==> src/include/mie_pkg.sv <==
`default_nettype none
package mie_pkg;

	// ------------------------------------------------------------
	// instruction word layout
	// ------------------------------------------------------------
	localparam int unsigned WORD_W   = 14;
	localparam int unsigned DATA_W   = 8;
	localparam int unsigned INDEX_W  = 7;
	localparam int unsigned TSEL_POS = 7;

	// ------------------------------------------------------------
	// opcode patterns (upper bits compared; idle also compares the low five bits)
	// ------------------------------------------------------------
	localparam logic [5:0] OP_COPY_REG   = 6'h08; // 00 1000
	localparam logic [3:0] OP_LOAD_IMM   = 4'hc;  // 11 00xx
	localparam logic [6:0] OP_COPY_ACC   = 7'h01; // 00 0000 1
	localparam logic [6:0] OP_IDLE_HI    = 7'h00; // 00 0000 0
	localparam logic [4:0] OP_IDLE_LO    = 5'h00; // low five bits

	// ------------------------------------------------------------
	// reset values and execution cycle count
	// ------------------------------------------------------------
	localparam logic [7:0] ACCUM_RESET   = 8'h00;
	localparam logic       NULLF_RESET   = 1'b0;
	localparam int unsigned EXEC_CYCLES  = 1;

	// ------------------------------------------------------------
	// decoded instruction classes
	// ------------------------------------------------------------
	typedef enum logic [2:0] {
		INS_NONE     = 3'h0,
		INS_COPY_REG = 3'h1,
		INS_LOAD_IMM = 3'h3,
		INS_COPY_ACC = 3'h2,
		INS_IDLE     = 3'h6,
		INS_OTHER    = 3'h7
	} mie_ins_t;

endpackage : mie_pkg
`default_nettype wire

==> src/design/mie_core.sv <==
`default_nettype none
module mie_core #(
	parameter int unsigned WORD_W  = 14,
	parameter int unsigned DATA_W  = 8,
	parameter int unsigned INDEX_W = 7
) (
	input  wire logic               clock,
	input  wire logic               rst,
	input  wire logic [WORD_W-1:0]  instr,
	input  wire logic               instr_valid,
	input  wire logic [DATA_W-1:0]  reg_rdata,
	output logic      [INDEX_W-1:0] reg_index,
	output logic                    reg_wr,
	output logic      [INDEX_W-1:0] reg_wr_index_ff,
	output logic      [DATA_W-1:0]  reg_wdata_ff,
	output logic                    reg_wr_ff,
	output logic      [DATA_W-1:0]  accum_ff,
	output logic                    null_flag_ff,
	output logic                    done_ff,
	output logic                    unknown_ff
);

	// ------------------------------------------------------------
	// decoded strobes and next values
	// ------------------------------------------------------------
	mie_pkg::mie_ins_t  ins_class;
	logic               tsel;
	logic               is_copy_reg;
	logic               is_load_imm;
	logic               is_copy_acc;
	logic               is_idle;
	logic               is_other;
	logic [DATA_W-1:0]  imm_value;
	logic               nxt_reg_wr;
	logic [INDEX_W-1:0] nxt_reg_wr_index;
	logic [DATA_W-1:0]  nxt_reg_wdata;
	logic [DATA_W-1:0]  nxt_accum;
	logic               nxt_null_flag;
	logic               nxt_done;
	logic               nxt_unknown;

	// ------------------------------------------------------------
	// helpers
	// ------------------------------------------------------------
	// true when the moved byte is all zero
	function automatic logic is_zero_byte(
		input logic [DATA_W-1:0] value
	);
		return (value == '0);
	endfunction : is_zero_byte

	// true when an instruction class writes the register file
	function automatic logic writes_register(
		input mie_pkg::mie_ins_t cls,
		input logic              sel
	);
		logic result;
		result = 1'b0;
		unique case (cls)
			mie_pkg::INS_COPY_REG: result = sel;
			mie_pkg::INS_COPY_ACC: result = 1'b1;
			default:               result = 1'b0;
		endcase
		return result;
	endfunction : writes_register

	// ------------------------------------------------------------
	// decode
	// ------------------------------------------------------------
	// priority: copy, load, store, idle
	mie_decode #(
		.WORD_W (WORD_W)
	) u_decode (
		.instr       (instr),
		.instr_valid (instr_valid),
		.ins_class   (ins_class)
	);

	// ------------------------------------------------------------
	// field extraction
	// ------------------------------------------------------------
	assign tsel      = instr[mie_pkg::TSEL_POS];
	assign reg_index = instr[INDEX_W-1:0];
	assign imm_value = instr[DATA_W-1:0];
	// strobe kept low: writes go out through reg_wr_ff
	assign reg_wr    = 1'b0;

	// ------------------------------------------------------------
	// class strobes
	// ------------------------------------------------------------
	assign is_copy_reg = (ins_class == mie_pkg::INS_COPY_REG);
	assign is_load_imm = (ins_class == mie_pkg::INS_LOAD_IMM);
	assign is_copy_acc = (ins_class == mie_pkg::INS_COPY_ACC);
	assign is_idle     = (ins_class == mie_pkg::INS_IDLE);
	assign is_other    = (ins_class == mie_pkg::INS_OTHER);

	// ------------------------------------------------------------
	// accumulator next value
	// ------------------------------------------------------------
	always_comb begin
		nxt_accum = accum_ff;
		if (is_copy_reg && !tsel) begin
			nxt_accum = reg_rdata;
		end else if (is_load_imm) begin
			nxt_accum = imm_value;
		end else if (is_idle) begin
			nxt_accum = accum_ff;
		end
	end

	// ------------------------------------------------------------
	// accumulator register
	// ------------------------------------------------------------
	always_ff @(posedge clock) begin
		if (rst) begin
			accum_ff <= mie_pkg::ACCUM_RESET;
		end else begin
			accum_ff <= nxt_accum;
		end
	end

	// ------------------------------------------------------------
	// zero flag next value, register copy only
	// ------------------------------------------------------------
	always_comb begin
		nxt_null_flag = null_flag_ff;
		if (is_copy_reg) begin
			nxt_null_flag = is_zero_byte(reg_rdata);
		end
	end

	// ------------------------------------------------------------
	// zero flag register
	// ------------------------------------------------------------
	always_ff @(posedge clock) begin
		if (rst) begin
			null_flag_ff <= mie_pkg::NULLF_RESET;
		end else begin
			null_flag_ff <= nxt_null_flag;
		end
	end

	// ------------------------------------------------------------
	// write strobe
	// ------------------------------------------------------------
	// one cycle after execution
	assign nxt_reg_wr = writes_register(ins_class, tsel);

	always_ff @(posedge clock) begin
		if (rst) begin
			reg_wr_ff <= 1'b0;
		end else begin
			reg_wr_ff <= nxt_reg_wr;
		end
	end

	// ------------------------------------------------------------
	// write address
	// ------------------------------------------------------------
	// held between writes so the file sees a steady bus
	always_comb begin
		nxt_reg_wr_index = reg_wr_index_ff;
		if (nxt_reg_wr) begin
			nxt_reg_wr_index = instr[INDEX_W-1:0];
		end
	end

	always_ff @(posedge clock) begin
		if (rst) begin
			reg_wr_index_ff <= '0;
		end else begin
			reg_wr_index_ff <= nxt_reg_wr_index;
		end
	end

	// ------------------------------------------------------------
	// write data
	// ------------------------------------------------------------
	// store takes the accumulator from before this edge
	always_comb begin
		nxt_reg_wdata = reg_wdata_ff;
		if (nxt_reg_wr && is_copy_acc) begin
			nxt_reg_wdata = accum_ff;
		end else if (nxt_reg_wr) begin
			nxt_reg_wdata = reg_rdata;
		end
	end

	always_ff @(posedge clock) begin
		if (rst) begin
			reg_wdata_ff <= '0;
		end else begin
			reg_wdata_ff <= nxt_reg_wdata;
		end
	end

	// ------------------------------------------------------------
	// completion pulse
	// ------------------------------------------------------------
	// every accepted word finishes in one cycle
	assign nxt_done = instr_valid;

	always_ff @(posedge clock) begin
		if (rst) begin
			done_ff <= 1'b0;
		end else begin
			done_ff <= nxt_done;
		end
	end

	// ------------------------------------------------------------
	// unknown opcode pulse
	// ------------------------------------------------------------
	assign nxt_unknown = is_other;

	always_ff @(posedge clock) begin
		if (rst) begin
			unknown_ff <= 1'b0;
		end else begin
			unknown_ff <= nxt_unknown;
		end
	end

endmodule : mie_core
`default_nettype wire

==> src/design/mie_decode.sv <==
`default_nettype none
module mie_decode #(
	parameter int unsigned WORD_W = 14
) (
	input  wire logic [WORD_W-1:0] instr,
	input  wire logic              instr_valid,
	output mie_pkg::mie_ins_t      ins_class
);

	// ------------------------------------------------------------
	// opcode classification
	// ------------------------------------------------------------
	always_comb begin
		ins_class = mie_pkg::INS_NONE;
		if (instr_valid) begin
			if (instr[13:8] == mie_pkg::OP_COPY_REG) begin
				ins_class = mie_pkg::INS_COPY_REG;
			end else if (instr[13:10] == mie_pkg::OP_LOAD_IMM) begin
				ins_class = mie_pkg::INS_LOAD_IMM;
			end else if (instr[13:7] == mie_pkg::OP_COPY_ACC) begin
				ins_class = mie_pkg::INS_COPY_ACC;
			end else if (instr[13:7] == mie_pkg::OP_IDLE_HI &&
				instr[4:0] == mie_pkg::OP_IDLE_LO) begin
				ins_class = mie_pkg::INS_IDLE;
			end else begin
				ins_class = mie_pkg::INS_OTHER;
			end
		end
	end

endmodule : mie_decode
`default_nettype wire

==> config.mk <==
export PLATFORM = sky130hd
export DESIGN_NAME = mie_core
export DESIGN_NICKNAME = d
export VERILOG_FILES = /design/src/include/mie_pkg.sv /design/src/design/mie_core.sv /design/src/design/mie_decode.sv
export SDC_FILE = /design/constraint.sdc
export NUM_CORES = 1
export LEC_CHECK = 0
export ABC_AREA = 1
export BUFFER_PORTS_ARGS = -buffer_cell sky130_fd_sc_hd__buf_4
export CORE_AREA = 2 2 51 72
export CTS_BUF_LIST = sky130_fd_sc_hd__clkbuf_8
export CTS_CLUSTER_DIAMETER = 80
export DETAILED_ROUTE_END_ITERATION = 10
export DIE_AREA = 0 0 53 74
export PLACE_DENSITY = 0.88
export SLEW_MARGIN = 20
export SYNTH_ARGS = -nofsm -noshare
export SYNTH_HDL_FRONTEND = slang
export SYNTH_HIERARCHICAL = 1
export SYNTH_SLANG_ARGS = --single-unit
==> constraint.sdc <==
create_clock -name clock -period 1.9 [get_ports clock]
set_input_delay 0.285 -clock clock [delete_from_list [all_inputs] [get_ports clock]]
set_output_delay 0.285 -clock clock [all_outputs]
set_load 0.02 [all_outputs]
* Word level (Yosys, flattened, before mapping)
Index checks and enable logic that the tools add are counted.
** Cells by class
- Equal/unequal tests :: 7
- Mux-type cells :: 10
- Reductions and logical operators :: 9
** Operators with widths (count)
- $mux 8 :: 4
- $mux 3 :: 4
- $logic_not 8->1 :: 1
- $eq 7x1->1 const B :: 1
- $logic_not 7->1 :: 1
- $eq 3x2->1 const B :: 2
- $eq 6x4->1 const B :: 1
- $logic_not 5->1 :: 1
- $eq 4x4->1 const B :: 1
- $reduce_bool 2->1 :: 2
- $eq 3x1->1 const B :: 1
- $eq 3x3->1 const B :: 1
- $logic_and 1x1->1 :: 3
- $pmux 1 s2 :: 1
- $logic_not 1->1 :: 1
- $mux 1 :: 1
** Word-level totals
- Register bits :: 27
- Input bits :: 25
- Output and inout bits :: 35
- Logic and storage cells :: 33

* Logic depth before layout (Yosys ltp)
Gate-level depths: netlist of run 1.
- Depth in word-level cells :: 11
- Gate-level depth with buffers :: 12

* By module
Netlist of run 1, hierarchy kept.
** By module, submodules not included
- mie_core :: instances 1, cells an instance 212, area each 1451.4 µm², seq. area each 540.5 µm²
- mie_decode :: instances 1, cells an instance 25, area each 107.6 µm², seq. area each 0.0 µm²

* Worst setup path after synthesis of run 1
No wires, ideal clock.
- Path type :: input -> register
- Start :: input instr[8]
- End :: register reg_wdata_ff[0]
- Arrival :: 1586 ps
- Required time :: 1836 ps
- Slack :: 251 ps
- Cell stages on the path :: 11
- Buffers on the path :: 2
- Cell sequence :: inv_1 -> nand4_1 -> nand2_1 -> nor2_1 -> nor2_8 -> nand3_4 -> and2_1 -> buf_6 -> buf_6 -> nor2_1 -> nor2_1
** On the way
- Elaborated cells on any way between the ends :: 15
** RTL lines
- start, declared :: RTL line mie_core.sv:9 : input wire logic [WORD_W-1:0] instr,
- $eq 7x1->1 :: RTL line mie_decode.sv:20 : end else if (instr[13:7] == mie_pkg::OP_COPY_ACC) begin
- $mux 3 :: RTL line mie_decode.sv:20
- $mux 3 :: RTL line mie_decode.sv:18 : end else if (instr[13:10] == mie_pkg::OP_LOAD_IMM) begin
- $mux 3 * :: RTL line mie_decode.sv:16 : if (instr[13:8] == mie_pkg::OP_COPY_REG) begin
- $mux 3 * :: RTL line mie_decode.sv:15 : if (instr_valid) begin
- named net ins_class[2] :: RTL line mie_core.sv:26 : mie_pkg::mie_ins_t ins_class;
- $eq 3x2->1 or $eq 3x1->1 (tied branches) :: RTL line mie_core.sv:59, mie_core.sv:93
- $pmux 1 s2 :: RTL line mie_core.sv:59 : unique case (cls)
- $logic_and 1x1->1 :: RTL line mie_core.sv:182 : if (nxt_reg_wr && is_copy_acc) begin
- $mux 8 or $reduce_bool 2->1 (tied branches)
- end signal, assigned :: RTL line mie_core.sv:193 : reg_wdata_ff <= nxt_reg_wdata;
- end, declared :: RTL line mie_core.sv:15 : output logic [DATA_W-1:0] reg_wdata_ff,
Mark *: on every way through the listed nets, which the timed path passes. The rest lies on a longest branch.
A chain may end at the register's enable or synchronous reset.

* Worst setup path after layout of run 1
- Start :: input instr[9]
- End :: register reg_wdata_ff[7]
The elaborated chain is that of the path after synthesis.

==> flow_summary.yaml, run 1 <==
detailed_routing:
  wl_um: 3850
  num_vias: 1646
  drtIter0Drc: 61
  final_antenna_net_count: 0
  dr.pass1.iters: 5
  wire_per_inst_um: 11.8
  drcViolationCount: 0
  drt-vias-per-instance: 5.03
layout:
  diodes: 0
  drive_gt1_frac: 0.268
  nFillCells: 295
  seqCellArea_um2: 541
  final_cell_mix: "buf_4 (63), nand2_1 (55), nor2_1 (40)"
  nNetsFinal: 313
  area_delta_synth_final_pct: 30.3
  final_common_cell: "buf_4"
  final_cell_area_mm2: 0.00203
  multiInputGateArea_um2: 782
  stdcell_count: 327
synthesis:
  ys_warn_count: 6
  synth_top_area_cell: "dfxtp_1"
  ys_ff_latch: 27
  synth_area_mm2: 0.00156
  yosysSeqAreaShare: 0.347
  synth_cell_types: 24
  ys_top_cells_by_area: "dfxtp_1 (35%), nand2_1 (13%), nor2_1 (9.6%), nand3b_1 (7.2%), inv_1 (6.3%)"
  yosys.area.top_type_share: 0.347
  synth_fp_nets: 262
  synthCells: 237
  avgSynthCellArea_um2: 6.58
worst_setup_path:
  slowest_stage: "nor2_1"
  path_class: "primary input to flop"
  crit_fanout: 25
  max_stage_delay_ns: 0.47
  crit_top_cell: "nor2_1"
  end_kind: "flop"
  startpoint_type: "primary input"
  arrival_ns: 1.82
  required_ns: 2.12
  crit_path_cell_trace: "buf_4 > nor2_1 > nand4_1 > nand2_1 > nor2_1 > inv_2 > nand3_2 > buf_12 > nand2_1 > o21ai_0 > nor2_1 > nor2_1"
cts:
  cts_resized: 0
  clkLatencyLatePin_ns: 0.28
  clk_root_buffer_cell: "clkbuf_8"
  cts_num_sinks: 27
  ctsHoldBuffers: 0
  cts_setup_buffers: 0
  cts_max_level: 1
  cts_tree: "built"
  cts.path.max_buffers: 2
  clk_pin_slew_ns: 0.10
  cts_inserted_buffers: 3
timing:
  tightest_slew_ns: 0.587
  max_freq_mhz: 626
  skew_ns: 0.00736
  setup_tns_ns: 0
  finalHoldViolations: 0
  setup_viol: 0
  slew_headroom: 0.607
  period_needed_ns: 1.60
  grt_setup_unrepaired: "false"
  min_period_over_period: 0.840
  finalMaxSlewViolations: 0
global_route:
  gr-usage-met3: 0.0141
  antenna_found_initial: 0
  first_global_vias: 1564
  grt_usage: 0.210
  gr-total-overflow: 0
  grt_use_met2: 0.394
  busiest_layer: "met2"
  grt_pass1_wl_um: 6320
  grt_max_degree: 26
  use_met1: 0.230
placement:
  place_area_mm2: 0.00198
  dp_hpwl_um: 2990
  io_buffers: 58
  placedCellCount: 323
  place.gp.congestion: 0.869
pwr:
  p_leak_nw: 1.04
  p_switching_w: 0.000414
  pwr-share-seq: 0.471
  pwr_density_cell_mw_per_mm2: 653
  power.total_w: 0.00133
  power_frac_comb: 0.279
  peakVddDrop_mv: 0.321
  cellInternalPower_w: 0.000912
  p_clk_frac: 0.250
  sw_frac_of_total: 0.312
floorplanning:
  die_y_um: 74
  core_mm2: 0.00328
  dieArea_mm2: 0.00392
  rows: 25
  start_util: 0.475
  die_x_um: 53
  ios: 60
worst_hold_path:
  hold_class: "primary input to flop"
outcome:
  status: "finished, final reports clean"
flow_run:
  maxCapViolations: 0
## synth_stat cells (all sizes together)
cell,instances
nand3b,15
nor2,43
and2,1
nor3,1
clkbuf,2
dfxtp,27
nand3,16
o21ai,9
buf,16
inv,29
nand4,10
nand2,55
a21oi,10
clkinv,2
conb,1
## metal layers
metal,vias to the layer above,part of all wire
met5,-,0
met4,0,0.028
met3,9,0.045
met2,58,0.53
met1,742,0.39
li1,837,-
## registers in the layout, summed over array words and instances (netlist names)
name	cells
accum_ff	8
reg_wdata_ff	8
reg_wr_index_ff	7
done_ff	1
null_flag_ff	1
reg_wr_ff	1
unknown_ff	1
## metrics by stage
| stage | worst slack [ns] | utilization | hold slack [ns] |
|---|---|---|---|
| 5_1_grt | 0.184 | 0.618 | 0.250 |
| 4_1_cts | 0.295 | 0.618 | 0.235 |
| 6_report | 0.303 | 0.618 | 0.229 |
| 3_3_place_gp | 0.112 | 0.603 | 0.459 |
| 3_5_place_dp | 0.0520 | 0.603 | 0.469 |
| 2_1_floorplan | 0.251 | - | 0.354 |
## power by group through the flow
stage / sequential, W / clock, W / combinational (W)
final: 0.000624 / 0.000332 / 0.000370
after global routing: 0.000628 / 0.000359 / 0.000409
after CTS: 0.000624 / 0.000335 / 0.000371
after detailed placement: 0.000637 / 0 / 0.000369
after global placement: 0.000636 / 0 / 0.000361
after floorplan: 0.000681 / 0 / 0.000182
## layout make-up
| type | instances | share of cell area |
|---|---|---|
| clock buffers | 3 | 0.0203 |
| clock inverters | 1 | 0.00370 |
| inverters | 31 | 0.0573 |
| multi-input cells | 161 | 0.385 |
| flip-flops and latches | 27 | 0.266 |
| well taps | 40 | 0.0246 |
| repair buffers | 64 | 0.243 |
## critical path, delay by kind of cell
family,cells,cell delay (ns)
AND/OR/NAND/NOR,8,1.06
AO/OA/AOI/OAI,1,0.11
buffers and inverters,3,0.36
## final timing paths
kind | start | end | slack, ns | cells past startpoint
min reg2reg | null_flag_ff | null_flag_ff | 0.48 | 2
min | instr_valid | done_ff | 0.23 | 3
max | instr[9] | reg_wdata_ff[7] | 0.30 | 12
max reg2reg | accum_ff[7] | reg_wdata_ff[7] | 1.00 | 4
## cells by family (layout without fill, tap and decap cells)
family	after synthesis	after routing	share of synthesized area
AO/OA/AOI/OAI	19	19	0.0610
buffers and inverters	49	99	0.152
AND/OR/NAND/NOR	141	141	0.438
other	1	1	0.00241
flip-flops	27	27	0.347
(Power assumes the default switching activity.)
==> run 2, diff against run 1 <==
==> constraint.sdc (replaced) <==
create_clock -name clock -period 1.6 [get_ports clock]
set_input_delay 0.24 -clock clock [delete_from_list [all_inputs] [get_ports clock]]
set_output_delay 0.24 -clock clock [all_outputs]
set_load 0.02 [all_outputs]
==> run 2 against run 1 <==
Compared with the run above:
- combinational power grew 27%
- flip-flop and latch count did not move
- worst setup slack worse by 0.063 ns
- global-route usage about the same
- final area is 5.5% higher
- wire length rose by 2.4%
- total power is 21% higher
- worst hold slack worse by 0.033 ns
- clock skew shrank 0.0020 ns
- register-to-register slack worse by 0.25 ns
- critical path depth is 1 lower
- sequential power up 19%
- critical path type unchanged
==> flow_summary.yaml, run 2 (synthesis gave the netlist of run 1 again) <==
layout:
  drive_gt1_frac: 0.303
  diodes: 0
  multiInputGateArea_um2: 785
  seqCellArea_um2: 541
  area_delta_synth_final_pct: 37.5
  final_common_cell: "buf_4"
  nFillCells: 296
  final_cell_mix: "buf_4 (75), nand2_1 (55), nor2_1 (39)"
  nNetsFinal: 326
  stdcell_count: 340
  reg_top3: "accum_ff: 8 flops, reg_wdata_ff: 8 flops, reg_wr_index_ff: 7 flops"
worst_setup_path:
  arrival_ns: 1.58
  required_ns: 1.82
  path_class: "primary input to flop"
  crit_fanout: 31
  path_delay_family: "simple AND/OR/NAND/NOR gates"
  crit_buf_inv: 3
  crit_path_cell_trace: "buf_4 > nor2_1 > nand3_1 > o21ai_1 > nor2_2 > inv_2 > nand3_2 > buf_12 > o21ai_0 > nor2_1 > nor2_1"
  slowest_stage: "o21ai_0"
  end_kind: "flop"
  startpoint_type: "primary input"
  crit_top_cell: "nor2_1"
  max_stage_delay_ns: 0.23
floorplanning:
  rows: 25
  dieArea_mm2: 0.00392
  die_y_um: 74
  ios: 60
  die_x_um: 53
  start_util: 0.475
  core_mm2: 0.00328
placement:
  placedCellCount: 336
  dp_hpwl_um: 3060
  io_buffers: 58
  place.gp.congestion: 0.865
worst_hold_path:
  hold_class: "primary input to flop"
global_route:
  antenna_found_initial: 0
  first_global_vias: 1503
  grt_max_degree: 32
  gr-total-overflow: 0
  grt_pass1_wl_um: 6380
  grt_usage: 0.210
cts:
  clk_root_buffer_cell: "clkbuf_8"
  cts_max_level: 1
  cts_inserted_buffers: 3
  cts_num_sinks: 27
  cts_tree: "built"
  ctsHoldBuffers: 0
  cts_setup_buffers: 0
  clk_pin_slew_ns: 0.10
  cts_resized: 0
  clkLatencyLatePin_ns: 0.28
  cts.path.max_buffers: 2
pwr:
  p_leak_nw: 1.11
  peakVddDrop_mv: 0.398
  pwr_density_cell_mw_per_mm2: 750
timing:
  min_period_over_period: 0.850
  setup_viol: 0
  skew_ns: 0.00536
  finalHoldViolations: 0
  period_needed_ns: 1.36
  max_freq_mhz: 735
  setup_tns_ns: 0
  hold_ws_ns: 0.196
  grt_setup_unrepaired: "false"
  finalMaxSlewViolations: 0
detailed_routing:
  drtIter0Drc: 60
  num_vias: 1695
  drcViolationCount: 0
  drt-vias-per-instance: 4.99
  wl_um: 3950
  dr.pass1.iters: 4
  wire_per_inst_um: 11.6
  final_antenna_net_count: 0
outcome:
  status: "finished, final reports clean"
flow_run:
  maxCapViolations: 0
## run 2: cell types whose count changed in the layout (fill, tap and decap cells not counted)
cell    delta
nor2_1     -1
buf_4     +12
buf_12     +1
nor2_2     +1
## run 2: metrics by stage
| step | utilization | area (um2) | worst slack (ns) | power, W |
|---|---|---|---|---|
| 2_1_floorplan | - | 1560 | 0.0228 | 0.00103 |
| 3_3_place_gp | 0.638 | 2090 | -0.0666 | 0.00121 |
| 3_5_place_dp | 0.638 | 2090 | -0.0531 | 0.00123 |
| 4_1_cts | 0.653 | 2140 | 0.234 | 0.00161 |
| 5_1_grt | 0.653 | 2140 | 0.0894 | 0.00168 |
| 6_report | 0.653 | 2140 | 0.240 | 0.00161 |
## run 2: cell type report
class / count / share of cell area
inverters: 31 / 0.0543
flip-flops and latches: 27 / 0.252
clock buffers: 3 / 0.0193
multi-input cells: 161 / 0.366
well taps: 40 / 0.0234
clock inverters: 1 / 0.00350
repair buffers: 77 / 0.281
## run 2: tightest hold or removal path, delay by kind of cell
family / cells / cell delay (ns)
buffers and inverters: 1 / 0.09
and+or+nand+nor: 2 / 0.10
## run 2: worst paths after layout
path | start | end | slack [ns] | cells after the start
hold / removal | instr[6] | reg_wr_index_ff[6] | 0.20 | 3
setup reg to reg | accum_ff[4] | reg_wdata_ff[4] | 0.75 | 4
setup / recovery | instr[9] | reg_wdata_ff[4] | 0.24 | 11
hold reg to reg | null_flag_ff | null_flag_ff | 0.47 | 2
## run 2: where the power goes
part | internal, W | switching (W) | total (W)
clock | 0.000177 | 0.000219 | 0.000395
sequential | 0.000717 | 0.0000247 | 0.000742
combinational | 0.000213 | 0.000256 | 0.000469
## run 2: routing by layer
metal  track usage  share of wire
met2         0.397           0.54
met5             0              0
met4        0.0598          0.015
met3       0.00803          0.041
met1         0.251           0.40
==> run 3, diff against run 2 <==
==> constraint.sdc (replaced) <==
create_clock -name clock -period 1.3 [get_ports clock]
set_input_delay 0.195 -clock clock [delete_from_list [all_inputs] [get_ports clock]]
set_output_delay 0.195 -clock clock [all_outputs]
set_load 0.02 [all_outputs]
==> run 3 against run 2 <==
Compared with the run above:
- the run now ends with setup timing left
- global-route usage grew 2.8 points
- combinational power up 37%
- clock skew decreased by 0.0020 ns
- via count rose by 8.4%
- sequential share of layout area is 1.8 points lower
- flip-flop and latch count did not move
==> flow_summary.yaml, run 3 (synthesis gave the netlist of run 1 again) <==
outcome:
  status: "complete, but fails checks"
  violations: "setup timing"
worst_setup_path:
  required_ns: 1.48
  rr_worst_depth: 4
  max_stage_delay_ns: 0.17
  endpoint: "reg_wdata_ff[5]"
  reg2reg_from: "accum_ff[1]"
  path_class: "primary input to flop"
  end_kind: "flop"
  crit_fanout: 26
  arrival_ns: 1.48
  path_delay_family: "simple AND/OR/NAND/NOR gates"
  cp-startpoint: "instr[13]"
  ff2ff_setup_slack_ns: 0.42
  slowest_stage: "o21ai_2"
  crit_buf_inv: 3
  crit_cells: 12
  rr_endpoint: "reg_wdata_ff[1]"
  startpoint_type: "primary input"
  crit_path_cell_trace: "buf_8 > nor2_4 > nand3_2 > o21ai_2 > nor2_4 > inv_2 > nand3_4 > buf_12 > nand2_1 > o21ai_0 > nor2_1 > nor2_1"
timing:
  max_freq_mhz: 767
  period_needed_ns: 1.30
  setup_viol: 2
  hold_ws_ns: 0.144
  worst_slack_ns: -0.00339
  grt_setup_unrepaired: "true"
  skew_ns: 0.00339
  finalHoldViolations: 0
  finalMaxSlewViolations: 0
  min_period_over_period: 1.00
detailed_routing:
  wire_per_inst_um: 14.1
  final_antenna_net_count: 0
  num_vias: 1837
  wl_um: 4870
  drtIter0Drc: 130
  dr.pass1.iters: 5
  drcViolationCount: 0
  drt-vias-per-instance: 5.32
cts:
  cts.path.max_buffers: 2
  clk_root_buffer_cell: "clkbuf_8"
  clk_pin_slew_ns: 0.09
  cts_tree: "built"
  cts_num_sinks: 27
  clkLatencyLatePin_ns: 0.28
  cts_max_level: 1
  cts_inserted_buffers: 3
  ctsHoldBuffers: 0
layout:
  area_delta_synth_final_pct: 48.2
  final_common_cell: "buf_4"
  stdcell_count: 345
  nNetsFinal: 331
  reg_top3: "accum_ff: 8 flops, reg_wdata_ff: 8 flops, reg_wr_index_ff: 7 flops"
  drive_gt1_frac: 0.380
  final_cell_area_mm2: 0.00231
  final_cell_mix: "buf_4 (73), nand2_1 (48), nor2_1 (37)"
  diodes: 0
placement:
  dp_hpwl_um: 3220
  io_buffers: 58
  place_area_mm2: 0.00211
  place.gp.congestion: 0.938
  placedCellCount: 334
  preCtsSetupSlack_ns: -0.364
pwr:
  cellInternalPower_w: 0.00138
  power_frac_comb: 0.316
  p_leak_nw: 1.16
  pwr-share-seq: 0.447
  sw_frac_of_total: 0.323
  p_switching_w: 0.000660
  peakVddDrop_mv: 0.620
  pwr_density_cell_mw_per_mm2: 883
  p_clk_frac: 0.237
  power.total_w: 0.00204
global_route:
  gr-total-overflow: 0
  grt_usage: 0.237
  first_global_vias: 1653
  grt_max_degree: 27
  grt_pass1_wl_um: 7140
  antenna_found_initial: 0
floorplanning:
  rows: 25
  dieArea_mm2: 0.00392
  die_x_um: 53
  ios: 60
  core_mm2: 0.00328
  start_util: 0.475
  die_y_um: 74
flow_run:
  maxCapViolations: 0
worst_hold_path:
  hold_class: "primary input to flop"
run 3: cell types whose count changed in the layout (fill, tap and decap cells not counted), moves of 4 or more:
| cell | previous run | this run |
|---|---|---|
| buf_6 | 0 | 6 |
| nand2_1 | 55 | 48 |
| a21oi_1 | 10 | 6 |
| a21oi_2 | 0 | 4 |
| nand2_2 | 0 | 5 |
| nor2_4 | 1 | 5 |
run 3: worst min path at each step:
stage | startpoint | end | slack (ns) | cells after the start
floorplan | rst | accum_ff[0] | 0.26 | 1
global placement | instr_valid | done_ff | 0.42 | 3
detailed placement | instr_valid | done_ff | 0.44 | 3
CTS | instr_valid | done_ff | 0.15 | 3
global route | instr_valid | done_ff | 0.17 | 3
finish | instr_valid | done_ff | 0.14 | 3
run 3: cell type report:
| class | instances | area [um2] |
|---|---|---|
| Inverter | 31 | 120 |
| Clock inverter | 1 | 3.75 |
| Timing Repair Buffer | 82 | 671 |
| Multi-Input combinational cell | 161 | 883 |
| Clock buffer | 3 | 41.3 |
| Sequential cell | 27 | 541 |
| Fill cell | 244 | 975 |
| Tap cell | 40 | 50.0 |
run 3: routing by layer:
metal | part of all wire | GRT usage
met1 | 0.35 | 0.288
met2 | 0.53 | 0.406
met3 | 0.078 | 0.0141
met4 | 0.045 | 0.142
met5 | 0 | 0
run 3: repair_timing:
action | CTS | global route
buffers inserted | 0 | 7
endpoints found under the hold margin | 0 | 0
gates resized for setup | 4 | 28
pin swaps | 1 | 14
setup endpoints to repair | 10 | 23
run 3: stage by stage:
stage / setup TNS, ns / util
final: -0.00365 / 0.703
after global routing: -0.592 / 0.703
after CTS: 0 / 0.664
after detailed placement: -6.56 / 0.643
after global placement: -4.43 / 0.643
after floorplan: -2.23 / -
run 3: worst min-delay path, cell delays in order:
cell and delay [ns]:
buf_4 0.10, inv_1 0.03, nor2_1 0.07
run 3: power by group through the flow:
stage / sequential, W / clock [W] / combinational (W)
floorplan: 0.000995 / 0 / 0.000278
global placement: 0.000929 / 0 / 0.000571
detailed placement: 0.000931 / 0 / 0.000585
CTS: 0.000912 / 0.000472 / 0.000598
global route: 0.000919 / 0.000505 / 0.000697
finish: 0.000912 / 0.000484 / 0.000644
